==> src/rtl/psc_pkg.sv <==
package psc_pkg;

  // register indices on the model-specific register port
  localparam logic [11:0] PSC_ADR_GLOB_STATUS   = 12'h38E;
  localparam logic [11:0] PSC_ADR_GLOB_ENABLE   = 12'h38F;
  localparam logic [11:0] PSC_ADR_GLOB_OVF_CLR  = 12'h390;
  localparam logic [11:0] PSC_ADR_SAMPLE_ENABLE = 12'h3F1;
  localparam logic [11:0] PSC_ADR_CAPABILITY    = 12'h3E0;
  localparam logic [11:0] PSC_ADR_EVSEL0        = 12'h200;
  localparam logic [11:0] PSC_ADR_COUNTER0      = 12'h201;
  localparam logic [11:0] PSC_ADR_BUF_BASE      = 12'h202;
  localparam logic [11:0] PSC_ADR_BUF_INDEX     = 12'h203;
  localparam logic [11:0] PSC_ADR_BUF_MAX       = 12'h204;
  localparam logic [11:0] PSC_ADR_CTR_RELOAD    = 12'h205;
  localparam logic [11:0] PSC_ADR_DEBUG_CTRL    = 12'h206;

  // field positions
  localparam int PSC_BIT_CTR0        = 0;
  localparam int PSC_BIT_BUF_FULL    = 62;
  localparam int PSC_BIT_SMP_EN      = 0;
  localparam int PSC_BIT_TRAP        = 6;
  localparam int PSC_BIT_SAVE_ARCH   = 7;
  localparam int PSC_BIT_LAYOUT_LO   = 8;
  localparam int PSC_BIT_LAYOUT_HI   = 11;
  localparam int PSC_BIT_EV_USR      = 16;
  localparam int PSC_BIT_EV_OS       = 17;
  localparam int PSC_BIT_EV_INT      = 20;
  localparam int PSC_BIT_EV_EN       = 22;
  localparam int PSC_BIT_FREEZE      = 0;

  // record layout
  localparam logic [3:0]  PSC_LAYOUT_CODE    = 4'h0;
  localparam int          PSC_REC_WORDS      = 10;
  localparam logic [63:0] PSC_REC_BYTES      = 64'h0000_0000_0000_0050;
  localparam logic [63:0] PSC_ZERO64         = 64'h0000_0000_0000_0000;

  typedef enum logic [2:0] {
    PSC_IDLE,
    PSC_ARMED,
    PSC_NEXT,
    PSC_STORE,
    PSC_BTS,
    PSC_IRQ
  } psc_state_t;

  // event codes that may drive a precise capture
  function automatic logic psc_is_precise(input logic [7:0] sel, input logic [7:0] qual);
    case (sel)
      8'hC0:   psc_is_precise = (qual == 8'h00);
      8'hC1:   psc_is_precise = (qual == 8'hFE);
      8'hC5:   psc_is_precise = (qual == 8'h00);
      8'hC7:   psc_is_precise = (qual == 8'h1F);
      8'hCB:   psc_is_precise = (qual == 8'h01) || (qual == 8'h02) || (qual == 8'h04)
                                || (qual == 8'h08) || (qual == 8'h10);
      default: psc_is_precise = 1'b0;
    endcase
  endfunction

endpackage

==> src/rtl/psc_store_seq.sv <==
`timescale 1ns/1ns
`default_nettype none
module psc_store_seq
  import psc_pkg::*;
#(
  parameter int WORDS = PSC_REC_WORDS
)
(
  input  wire logic               clk,
  input  wire logic               rst,
  input  wire logic               start,
  input  wire logic [63:0]        base,
  input  wire logic [WORDS*64-1:0] record,
  output logic                    st_valid,
  output logic [63:0]             st_addr,
  output logic [63:0]             st_data,
  input  wire logic               st_ready,
  output logic                    busy,
  output logic                    done
);

  logic [WORDS*64-1:0] rec_reg;
  logic [63:0]         addr_reg;
  logic [7:0]          idx_reg;

  // the record and its address are latched at start so a later reconfiguration
  // cannot redirect entries already in flight
  always_ff @(posedge clk)
  begin
    if (rst)
    begin
      busy     <= 1'b0;
      done     <= 1'b0;
      idx_reg  <= 8'h00;
      rec_reg  <= '0;
      addr_reg <= PSC_ZERO64;
    end
    else
    begin
      done <= 1'b0;
      if (start && !busy)
      begin
        busy     <= 1'b1;
        rec_reg  <= record;
        addr_reg <= base;
        idx_reg  <= 8'h00;
      end
      else if (busy && st_valid && st_ready)
      begin
        addr_reg <= addr_reg + 64'h0000_0000_0000_0008;
        rec_reg  <= rec_reg >> 64;
        idx_reg  <= idx_reg + 8'h01;
        if (idx_reg == 8'(WORDS - 1))
        begin
          busy <= 1'b0;
          done <= 1'b1;
        end
      end
    end
  end

  assign st_valid = busy;
  assign st_addr  = addr_reg;
  assign st_data  = rec_reg[63:0];
endmodule
`default_nettype wire

==> src/rtl/psc_ctrl.sv <==
// What this block does
// - a precise record completes before the branch trace record is processed
// - overflow interrupt waits until precise and branch trace records are done
// - only general counter zero may arm or produce a precise record
// - bit 0 of precise_sampling_enable turns sampling on or off
// - records are built from 64-bit entries written to memory
// - capability bit 6: 1 capture after next instruction, 0 before it
// - capability bit 7, save architectural state, always reads one
// - capability bits 11:8 read 0000: registers, pointer and flags only
// - record holds state of the instruction after the sampled one
// - only listed precise-capable event codes trigger a capture
// - counter overflow sources share one interrupt request output; buffer full only sets its status bit
// - freeze_on_interrupt clears counter enables when the interrupt fires
// - overflow recorded in status, cleared by writing the clear register
// - a record in flight finishes at its original buffer address
// - overflow of a sampling counter arms; next qualifying event captures
// - bounds check passes: store, clear overflow, reload; fails: skip
// - global enable ANDed with privilege enables gates counting
`timescale 1ns/1ns
`default_nettype none
module psc_ctrl
  import psc_pkg::*;
#(
  parameter int         CTR_WIDTH  = 40,
  parameter logic       TRAP_LIKE  = 1'b1
)
(
  input  wire logic          clk,
  input  wire logic          rst,
  input  wire logic          msr_wr,
  input  wire logic          msr_rd,
  input  wire logic [11:0]   msr_addr,
  input  wire logic [63:0]   msr_wdata,
  output logic [63:0]        msr_rdata,
  output logic               msr_rd_valid,
  input  wire logic          evt_valid,
  input  wire logic [7:0]    evt_select,
  input  wire logic [7:0]    evt_qual,
  input  wire logic          evt_ring0,
  input  wire logic          insn_retire,
  input  wire logic [63:0]   core_flags,
  input  wire logic [63:0]   core_ip,
  input  wire logic [511:0]  core_gprs,
  input  wire logic          branch_trace_req,
  output logic               branch_trace_go,
  input  wire logic          branch_trace_done,
  output logic               overflow_interrupt_request,
  output logic               st_valid,
  output logic [63:0]        st_addr,
  output logic [63:0]        st_data,
  input  wire logic          st_ready
);

  ////////////////////////////////////////////////////////////////////////////////
  // registers

  logic [63:0]          glob_enable_reg;
  logic [63:0]          glob_status_reg;
  logic [63:0]          smp_enable_reg;
  logic [63:0]          evsel_reg;
  logic [CTR_WIDTH-1:0] counter_reg;
  logic [63:0]          buf_base_reg;
  logic [63:0]          buf_index_reg;
  logic [63:0]          buf_max_reg;
  logic [CTR_WIDTH-1:0] reload_reg;
  logic [63:0]          debug_ctrl_reg;
  logic [63:0]          capability;
  psc_state_t           state_reg;
  logic                 bts_pend_reg;
  logic                 plain_irq_reg;
  logic [64*PSC_REC_WORDS-1:0] record_reg;
  logic                 seq_start_reg;
  logic                 seq_busy;
  logic                 seq_done;

  logic wr_evsel;
  logic wr_ctr;
  logic wr_clr;
  logic evt_match;
  logic count_en;
  logic ctr_ovf;
  logic smp_on;
  logic trigger;
  logic bounds_ok;
  logic store_ok;
  logic irq_fire;

  assign wr_evsel = msr_wr && (msr_addr == PSC_ADR_EVSEL0);
  assign wr_ctr   = msr_wr && (msr_addr == PSC_ADR_COUNTER0);
  assign wr_clr   = msr_wr && (msr_addr == PSC_ADR_GLOB_OVF_CLR);

  always_comb
  begin
    capability = PSC_ZERO64;
    capability[PSC_BIT_TRAP] = TRAP_LIKE;
    capability[PSC_BIT_SAVE_ARCH] = 1'b1;
    capability[PSC_BIT_LAYOUT_HI:PSC_BIT_LAYOUT_LO] = PSC_LAYOUT_CODE;
  end

  ////////////////////////////////////////////////////////////////////////////////
  // counting

  assign evt_match = evt_valid && (evt_select == evsel_reg[7:0])
                     && (evt_qual == evsel_reg[15:8]);
  assign count_en  = glob_enable_reg[PSC_BIT_CTR0] && evsel_reg[PSC_BIT_EV_EN]
                     && ((evt_ring0 && evsel_reg[PSC_BIT_EV_OS])
                         || (!evt_ring0 && evsel_reg[PSC_BIT_EV_USR]));
  assign ctr_ovf   = count_en && evt_match && (&counter_reg);
  assign smp_on    = smp_enable_reg[PSC_BIT_SMP_EN];
  assign trigger   = (state_reg == PSC_ARMED) && count_en && evt_match
                     && psc_is_precise(evt_select, evt_qual);
  assign bounds_ok = (buf_index_reg + PSC_REC_BYTES) <= buf_max_reg;
  assign store_ok  = (state_reg == PSC_STORE) && seq_done;

  always_ff @(posedge clk)
  begin
    if (rst)
      counter_reg <= '0;
    else if (wr_ctr)
      counter_reg <= msr_wdata[CTR_WIDTH-1:0];
    else if (store_ok)
      counter_reg <= reload_reg;
    else if (count_en && evt_match)
      counter_reg <= counter_reg + CTR_WIDTH'(1);
  end

  ////////////////////////////////////////////////////////////////////////////////
  // software-written control registers

  always_ff @(posedge clk)
  begin
    if (rst)
    begin
      smp_enable_reg <= PSC_ZERO64;
      evsel_reg      <= PSC_ZERO64;
      buf_base_reg   <= PSC_ZERO64;
      buf_max_reg    <= PSC_ZERO64;
      reload_reg     <= '0;
      debug_ctrl_reg <= PSC_ZERO64;
    end
    else if (msr_wr)
    begin
      case (msr_addr)
        PSC_ADR_SAMPLE_ENABLE: smp_enable_reg <= {63'h0, msr_wdata[PSC_BIT_SMP_EN]};
        PSC_ADR_EVSEL0:        evsel_reg      <= msr_wdata;
        PSC_ADR_BUF_BASE:      buf_base_reg   <= msr_wdata;
        PSC_ADR_BUF_MAX:       buf_max_reg    <= msr_wdata;
        PSC_ADR_CTR_RELOAD:    reload_reg     <= msr_wdata[CTR_WIDTH-1:0];
        PSC_ADR_DEBUG_CTRL:    debug_ctrl_reg <= {63'h0, msr_wdata[PSC_BIT_FREEZE]};
        default:               ;
      endcase
    end
  end

  always_ff @(posedge clk)
  begin
    if (rst)
      glob_enable_reg <= PSC_ZERO64;
    else if (irq_fire && debug_ctrl_reg[PSC_BIT_FREEZE])
      glob_enable_reg <= PSC_ZERO64;
    else if (msr_wr && (msr_addr == PSC_ADR_GLOB_ENABLE))
      glob_enable_reg <= msr_wdata;
  end

  always_ff @(posedge clk)
  begin
    if (rst)
      buf_index_reg <= PSC_ZERO64;
    else if (store_ok)
      buf_index_reg <= buf_index_reg + PSC_REC_BYTES;
    else if (msr_wr && (msr_addr == PSC_ADR_BUF_INDEX))
      buf_index_reg <= msr_wdata;
  end

  // status: hardware sets win over a software clear in the same cycle
  always_ff @(posedge clk)
  begin
    if (rst)
      glob_status_reg <= PSC_ZERO64;
    else
    begin
      if (wr_clr)
        glob_status_reg <= glob_status_reg & ~msr_wdata;
      if (store_ok)
        glob_status_reg[PSC_BIT_CTR0] <= 1'b0;
      if (ctr_ovf)
        glob_status_reg[PSC_BIT_CTR0] <= 1'b1;
      if (trigger && !bounds_ok)
        glob_status_reg[PSC_BIT_BUF_FULL] <= 1'b1;
    end
  end

  ////////////////////////////////////////////////////////////////////////////////
  // capture sequence

  always_ff @(posedge clk)
  begin
    if (rst)
    begin
      state_reg     <= PSC_IDLE;
      seq_start_reg <= 1'b0;
      record_reg    <= '0;
    end
    else
    begin
      seq_start_reg <= 1'b0;
      case (state_reg)
        PSC_IDLE:
          if (ctr_ovf && smp_on && !plain_irq_reg)
            state_reg <= PSC_ARMED;
        PSC_ARMED:
          if (!smp_on)
            state_reg <= PSC_IDLE;
          else if (trigger && !bounds_ok)
            state_reg <= PSC_IDLE;
          else if (trigger && TRAP_LIKE)
            state_reg <= PSC_NEXT;
          else if (trigger)
          begin
            record_reg    <= {core_gprs, core_ip, core_flags};
            seq_start_reg <= 1'b1;
            state_reg     <= PSC_STORE;
          end
        PSC_NEXT:
          if (insn_retire)
          begin
            record_reg    <= {core_gprs, core_ip, core_flags};
            seq_start_reg <= 1'b1;
            state_reg     <= PSC_STORE;
          end
        PSC_STORE:
          if (seq_done)
            state_reg <= bts_pend_reg ? PSC_BTS : PSC_IRQ;
        PSC_BTS:
          if (branch_trace_done)
            state_reg <= PSC_IRQ;
        PSC_IRQ:
          state_reg <= PSC_IDLE;
        default:
          state_reg <= PSC_IDLE;
      endcase
    end
  end

  // branch trace request seen alongside the sampled instruction is deferred
  always_ff @(posedge clk)
  begin
    if (rst)
      bts_pend_reg <= 1'b0;
    else if (state_reg == PSC_IDLE)
      bts_pend_reg <= 1'b0;
    else if (branch_trace_req && (state_reg != PSC_BTS))
      bts_pend_reg <= 1'b1;
  end

  always_ff @(posedge clk)
  begin
    if (rst)
      branch_trace_go <= 1'b0;
    else
      branch_trace_go <= (state_reg == PSC_STORE) && seq_done && bts_pend_reg;
  end

  // non-precise overflow with its own interrupt enable
  always_ff @(posedge clk)
  begin
    if (rst)
      plain_irq_reg <= 1'b0;
    else if (ctr_ovf && !smp_on && evsel_reg[PSC_BIT_EV_INT])
      plain_irq_reg <= 1'b1;
    else if (irq_fire)
      plain_irq_reg <= 1'b0;
  end

  assign irq_fire = (state_reg == PSC_IRQ) || (plain_irq_reg && (state_reg == PSC_IDLE));

  always_ff @(posedge clk)
  begin
    if (rst)
      overflow_interrupt_request <= 1'b0;
    else
      overflow_interrupt_request <= irq_fire;
  end

  psc_store_seq #(
    .WORDS    (PSC_REC_WORDS)
  ) u_store (
    .clk      (clk),
    .rst      (rst),
    .start    (seq_start_reg),
    .base     (buf_base_reg + buf_index_reg),
    .record   (record_reg),
    .st_valid (st_valid),
    .st_addr  (st_addr),
    .st_data  (st_data),
    .st_ready (st_ready),
    .busy     (seq_busy),
    .done     (seq_done)
  );

  ////////////////////////////////////////////////////////////////////////////////
  // register reads

  always_ff @(posedge clk)
  begin
    if (rst)
    begin
      msr_rdata    <= PSC_ZERO64;
      msr_rd_valid <= 1'b0;
    end
    else
    begin
      msr_rd_valid <= msr_rd;
      if (msr_rd)
      begin
        case (msr_addr)
          PSC_ADR_GLOB_STATUS:   msr_rdata <= glob_status_reg;
          PSC_ADR_GLOB_ENABLE:   msr_rdata <= glob_enable_reg;
          PSC_ADR_SAMPLE_ENABLE: msr_rdata <= smp_enable_reg;
          PSC_ADR_CAPABILITY:    msr_rdata <= capability;
          PSC_ADR_EVSEL0:        msr_rdata <= evsel_reg;
          PSC_ADR_COUNTER0:      msr_rdata <= 64'(counter_reg);
          PSC_ADR_BUF_BASE:      msr_rdata <= buf_base_reg;
          PSC_ADR_BUF_INDEX:     msr_rdata <= buf_index_reg;
          PSC_ADR_BUF_MAX:       msr_rdata <= buf_max_reg;
          PSC_ADR_CTR_RELOAD:    msr_rdata <= 64'(reload_reg);
          PSC_ADR_DEBUG_CTRL:    msr_rdata <= debug_ctrl_reg;
          default:               msr_rdata <= PSC_ZERO64;
        endcase
      end
    end
  end
endmodule
`default_nettype wire

==> config.mk <==
export PLATFORM = sky130hd
export DESIGN_NAME = psc_ctrl
export DESIGN_NICKNAME = d
export VERILOG_FILES = /design/src/rtl/psc_pkg.sv /design/src/rtl/psc_store_seq.sv /design/src/rtl/psc_ctrl.sv
export SDC_FILE = /design/constraint.sdc
export NUM_CORES = 2
export LEC_CHECK = 0
export ABC_AREA = 1
export BUFFER_PORTS_ARGS = -buffer_cell sky130_fd_sc_hd__buf_2
export CAP_MARGIN = 20
export CORE_MARGIN = 2
export CORE_UTILIZATION = 59
export DETAILED_ROUTE_END_ITERATION = 10
export PLACE_DENSITY_LB_ADDON = 0.08
export SETUP_SLACK_MARGIN = 0.15
export SYNTH_ARGS = -nofsm -noshare
export SYNTH_HDL_FRONTEND = slang
export SYNTH_SLANG_ARGS = --single-unit
==> constraint.sdc <==
create_clock -name clk -period 4.2 [get_ports clk]
set_clock_uncertainty 0.15 [all_clocks]
set_input_delay 0.84 -clock clk [delete_from_list [all_inputs] [get_ports clk]]
set_output_delay 0.84 -clock clk [all_outputs]
set_load 0.02 [all_outputs]
==> flow_metrics.env <==
export IMPL_status="finished, final reports clean"
export IMPL_vias=87200
export IMPL_cts_root_buf="clkbuf_16"
export IMPL_cts_made_buffers=187
export IMPL_wl_per_cell_um=24.0
export IMPL_cts_buffer_depth=3
export IMPL_setup_tns_ns=0
export IMPL_dr_pass1_iters=9
export IMPL_max_vdd_ir_drop_uv=402
export IMPL_drv_slew=0
export IMPL_synth_top_cell_by_area="dfxtp_1"
export IMPL_r2r_end="state_reg[1]"
export IMPL_hold_depth=3
export IMPL_cts_tree="done"
export IMPL_die_w_um=384
export IMPL_crit_arrival_ns=4.52
export IMPL_first_global_vias=78800
export IMPL_area_growth_pct=14.0
export IMPL_required_ns=4.82
export IMPL_cp_max_fo=6
export IMPL_r2r_cells=22
export IMPL_async_flop_share_pct=0
export IMPL_startpoint_type="flop"
export IMPL_cap_violations=0
export IMPL_yosys_warnings=0
export IMPL_fin_crit_sh_pct=92.9
export IMPL_synth_area_um2=85200
export IMPL_report_final_hold_viol_count=0
export IMPL_synth_edf_count=0
export IMPL_nets=12800
export IMPL_min_delay_start="core_gprs[355]"
export IMPL_antenna_left=0
export IMPL_first_iter_violations=11200
export IMPL_reg2reg_slack_ns=0.30
export IMPL_synth_top_area_share_pct=44.5
export IMPL_syn_nets=12400
export IMPL_rsz0062_at_grt="false"
export IMPL_port_buffers=937
export IMPL_slew_headroom_pct=15.4
export IMPL_hpwl_mm=244
export IMPL_syn_inst=11500
export IMPL_drc=0
export IMPL_htree_levels=4
export IMPL_antenna_found_initial=75
export IMPL_synth_main_ff_cell="dfxtp_1"
export IMPL_clock_sinks=1893
export IMPL_hold_buffers=0
export IMPL_via_per_inst=6.21
export IMPL_postSynthAreaPerCell_um2=7.39
export IMPL_synth_cell_types=57
export IMPL_synthTopCellsByArea="dfxtp_1 45%, a21oi_1 11%, o21ai_0 11%"
export IMPL_tightestPinTransition_ns=1.27
export IMPL_min_to="record_reg[483]"
export IMPL_grt_max_degree=185
export IMPL_drive_above_1_share_pct=12.8
export IMPL_num_io_pins=938
export IMPL_ys_seq_area_share_pct=44.5
export IMPL_endpoint_kind="flop"
export IMPL_power_density_nw_per_um2=375
export IMPL_die_h_um=384
export IMPL_final_area_um2=97100
export IMPL_wl_mm=337
export IMPL_synth_ff_latch_count=1893
export IMPL_clock_latency_ns=0.85
export IMPL_finalPower_uw=36400
export IMPL_final_min_clock_period_ns=3.90
export IMPL_placed_area_um2=90600
export IMPL_start_util_pct=59.3
export IMPL_grt_overflow_total=0
export IMPL_clk_pin_slew_ns=0.07
export IMPL_setup_viol=0
export IMPL_core_area_um2=143000
export IMPL_num_rows=139
export IMPL_finalWeightedCongestion=1.05
export IMPL_leakagePower_uw=0.0378
export IMPL_grt_pass1_wl_mm=489
export IMPL_r2r_start="buf_index_reg[17]"
export IMPL_dieArea_um2=147000
export IMPL_grt_usage_pct=43.3
export IMPL_timing_setup_critical_path_class="reg -> reg"
export IMPL_hold_path_class="in -> reg"
export IMPL_max_freq_mhz=256
==> metal layers <==
metal	vias to the layer above	wire length [µm]	GRT usage (%)
met3	1048	38300	10.6
li1	39900	-	-
met5	-	303	0
met1	40800	131000	56.6
met4	50	23400	26.6
met2	5344	144000	64.5
==> metrics by stage <==
| stage | setup slack, ns | hold slack, ns | util (%) | std cells |
|---|---|---|---|---|
| 2_1_floorplan | 1.22 | 0.274 | - | 11500 |
| 3_3_place_gp | 0.0466 | 0.279 | 63.1 | 13700 |
| 3_5_place_dp | 0.0587 | 0.284 | 63.1 | 13700 |
| 4_1_cts | 0.172 | 0.0962 | 67.5 | 14000 |
| 5_1_grt | 0.143 | 0.129 | 67.6 | 14000 |
| 6_report | 0.299 | 0.119 | 67.7 | 14000 |
==> power by group <==
part | internal [µW] | leakage, µW | switching [µW]
combinational | 436 | 0.0195 | 933
sequential | 18000 | 0.0152 | 13.3
clock | 9580 | 0.00305 | 7470
total | 28000 | 0.0378 | 8410
==> worst max-delay path by stage <==
stage | end | cells after the start | slack [ns] | start
CTS | state_reg[1] | 23 | 0.17 | buf_index_reg[4]
finish | state_reg[1] | 22 | 0.30 | buf_index_reg[17]
detailed placement | state_reg[1] | 22 | 0.06 | buf_index_reg[4]
floorplan | state_reg[1] | 23 | 1.22 | buf_index_reg[4]
global placement | state_reg[1] | 22 | 0.05 | buf_index_reg[4]
global route | state_reg[1] | 20 | 0.14 | buf_index_reg[7]
==> cell families (layout without fill, tap and decap cells) <==
kind of cell	Yosys count	count (layout)	synth area share, %
flip-flops	1893	1893	44.5
XOR/XNOR	108	108	1.11
AND/OR/NAND/NOR	2177	2177	10.9
other	0	41	0
adder cells (fa/ha/maj)	133	133	1.96
buffers and inverters	2509	3081	11.5
AO/OA/AOI/OAI	4700	4700	30.0
==> area by class of cell <==
type	instances	area [µm²]
diodes	41	103
clock buffers	273	5430
clock inverters	60	796
fillers	11900	46400
inverters	1633	6150
multi-input cells	7118	37700
flip-flops and latches	1893	37900
well taps	1903	2380
repair buffers	1115	6630
==> critical path, cell delays in order, from the launching register on <==
cell and delay, ns:
dfxtp_1 0.37, inv_1 0.17, nor3_2 0.24, nand2_1 0.19, nor2_1 0.19, inv_1 0.11
nor2_4 0.13, nand4_1 0.30, xor2_2 0.32, inv_2 0.06, ha_1 0.27, nand2_1 0.05
nor2_1 0.14, nand2_1 0.14, nor2_2 0.17, nand3_2 0.15, nor3_1 0.17, nor2_1 0.08
nand2_2 0.14, nand2_1 0.06, nand2_1 0.07, nand2_1 0.06, a21oi_1 0.13
==> synthesized netlist by cell type, drive strengths merged, types with 41 or more instances <==
master   count
a211oi      67
a21oi     1836
a22oi       41
a32o        63
buf        174
clkbuf     702
dfxtp     1893
ha         132
inv       1633
nand2     1181
nand3      194
nand4       69
nor2       550
nor3       124
o2111ai     42
o211ai      87
o21ai     1805
o22ai      639
xor2       100
==> layout by cell type (no fill, tap or decap), drive strengths merged, types with 18 or more instances in the layout <==
cell type  count
ha           132
xor2         100
nand4         69
diode         41
nor4          26
clkbuf       273
buf         1115
o21ai       1805
a31oi         36
o31ai         28
dfxtp       1893
a22oi         41
nand2       1181
o21bai        18
a21oi       1836
nor3         124
o211ai        87
a32o          63
nand3        194
a211oi        67
o2111ai       42
clkinv        39
inv         1639
nor2         550
o22ai        639
==> what timing repair did <==
item / CTS / global route
buffers inserted: 0 / 3
endpoints found under the setup margin: 1 / 2
pin swaps: 0 / 9
resized for setup: 5 / 23
Note: power is estimated with default switching activity, not from simulation.
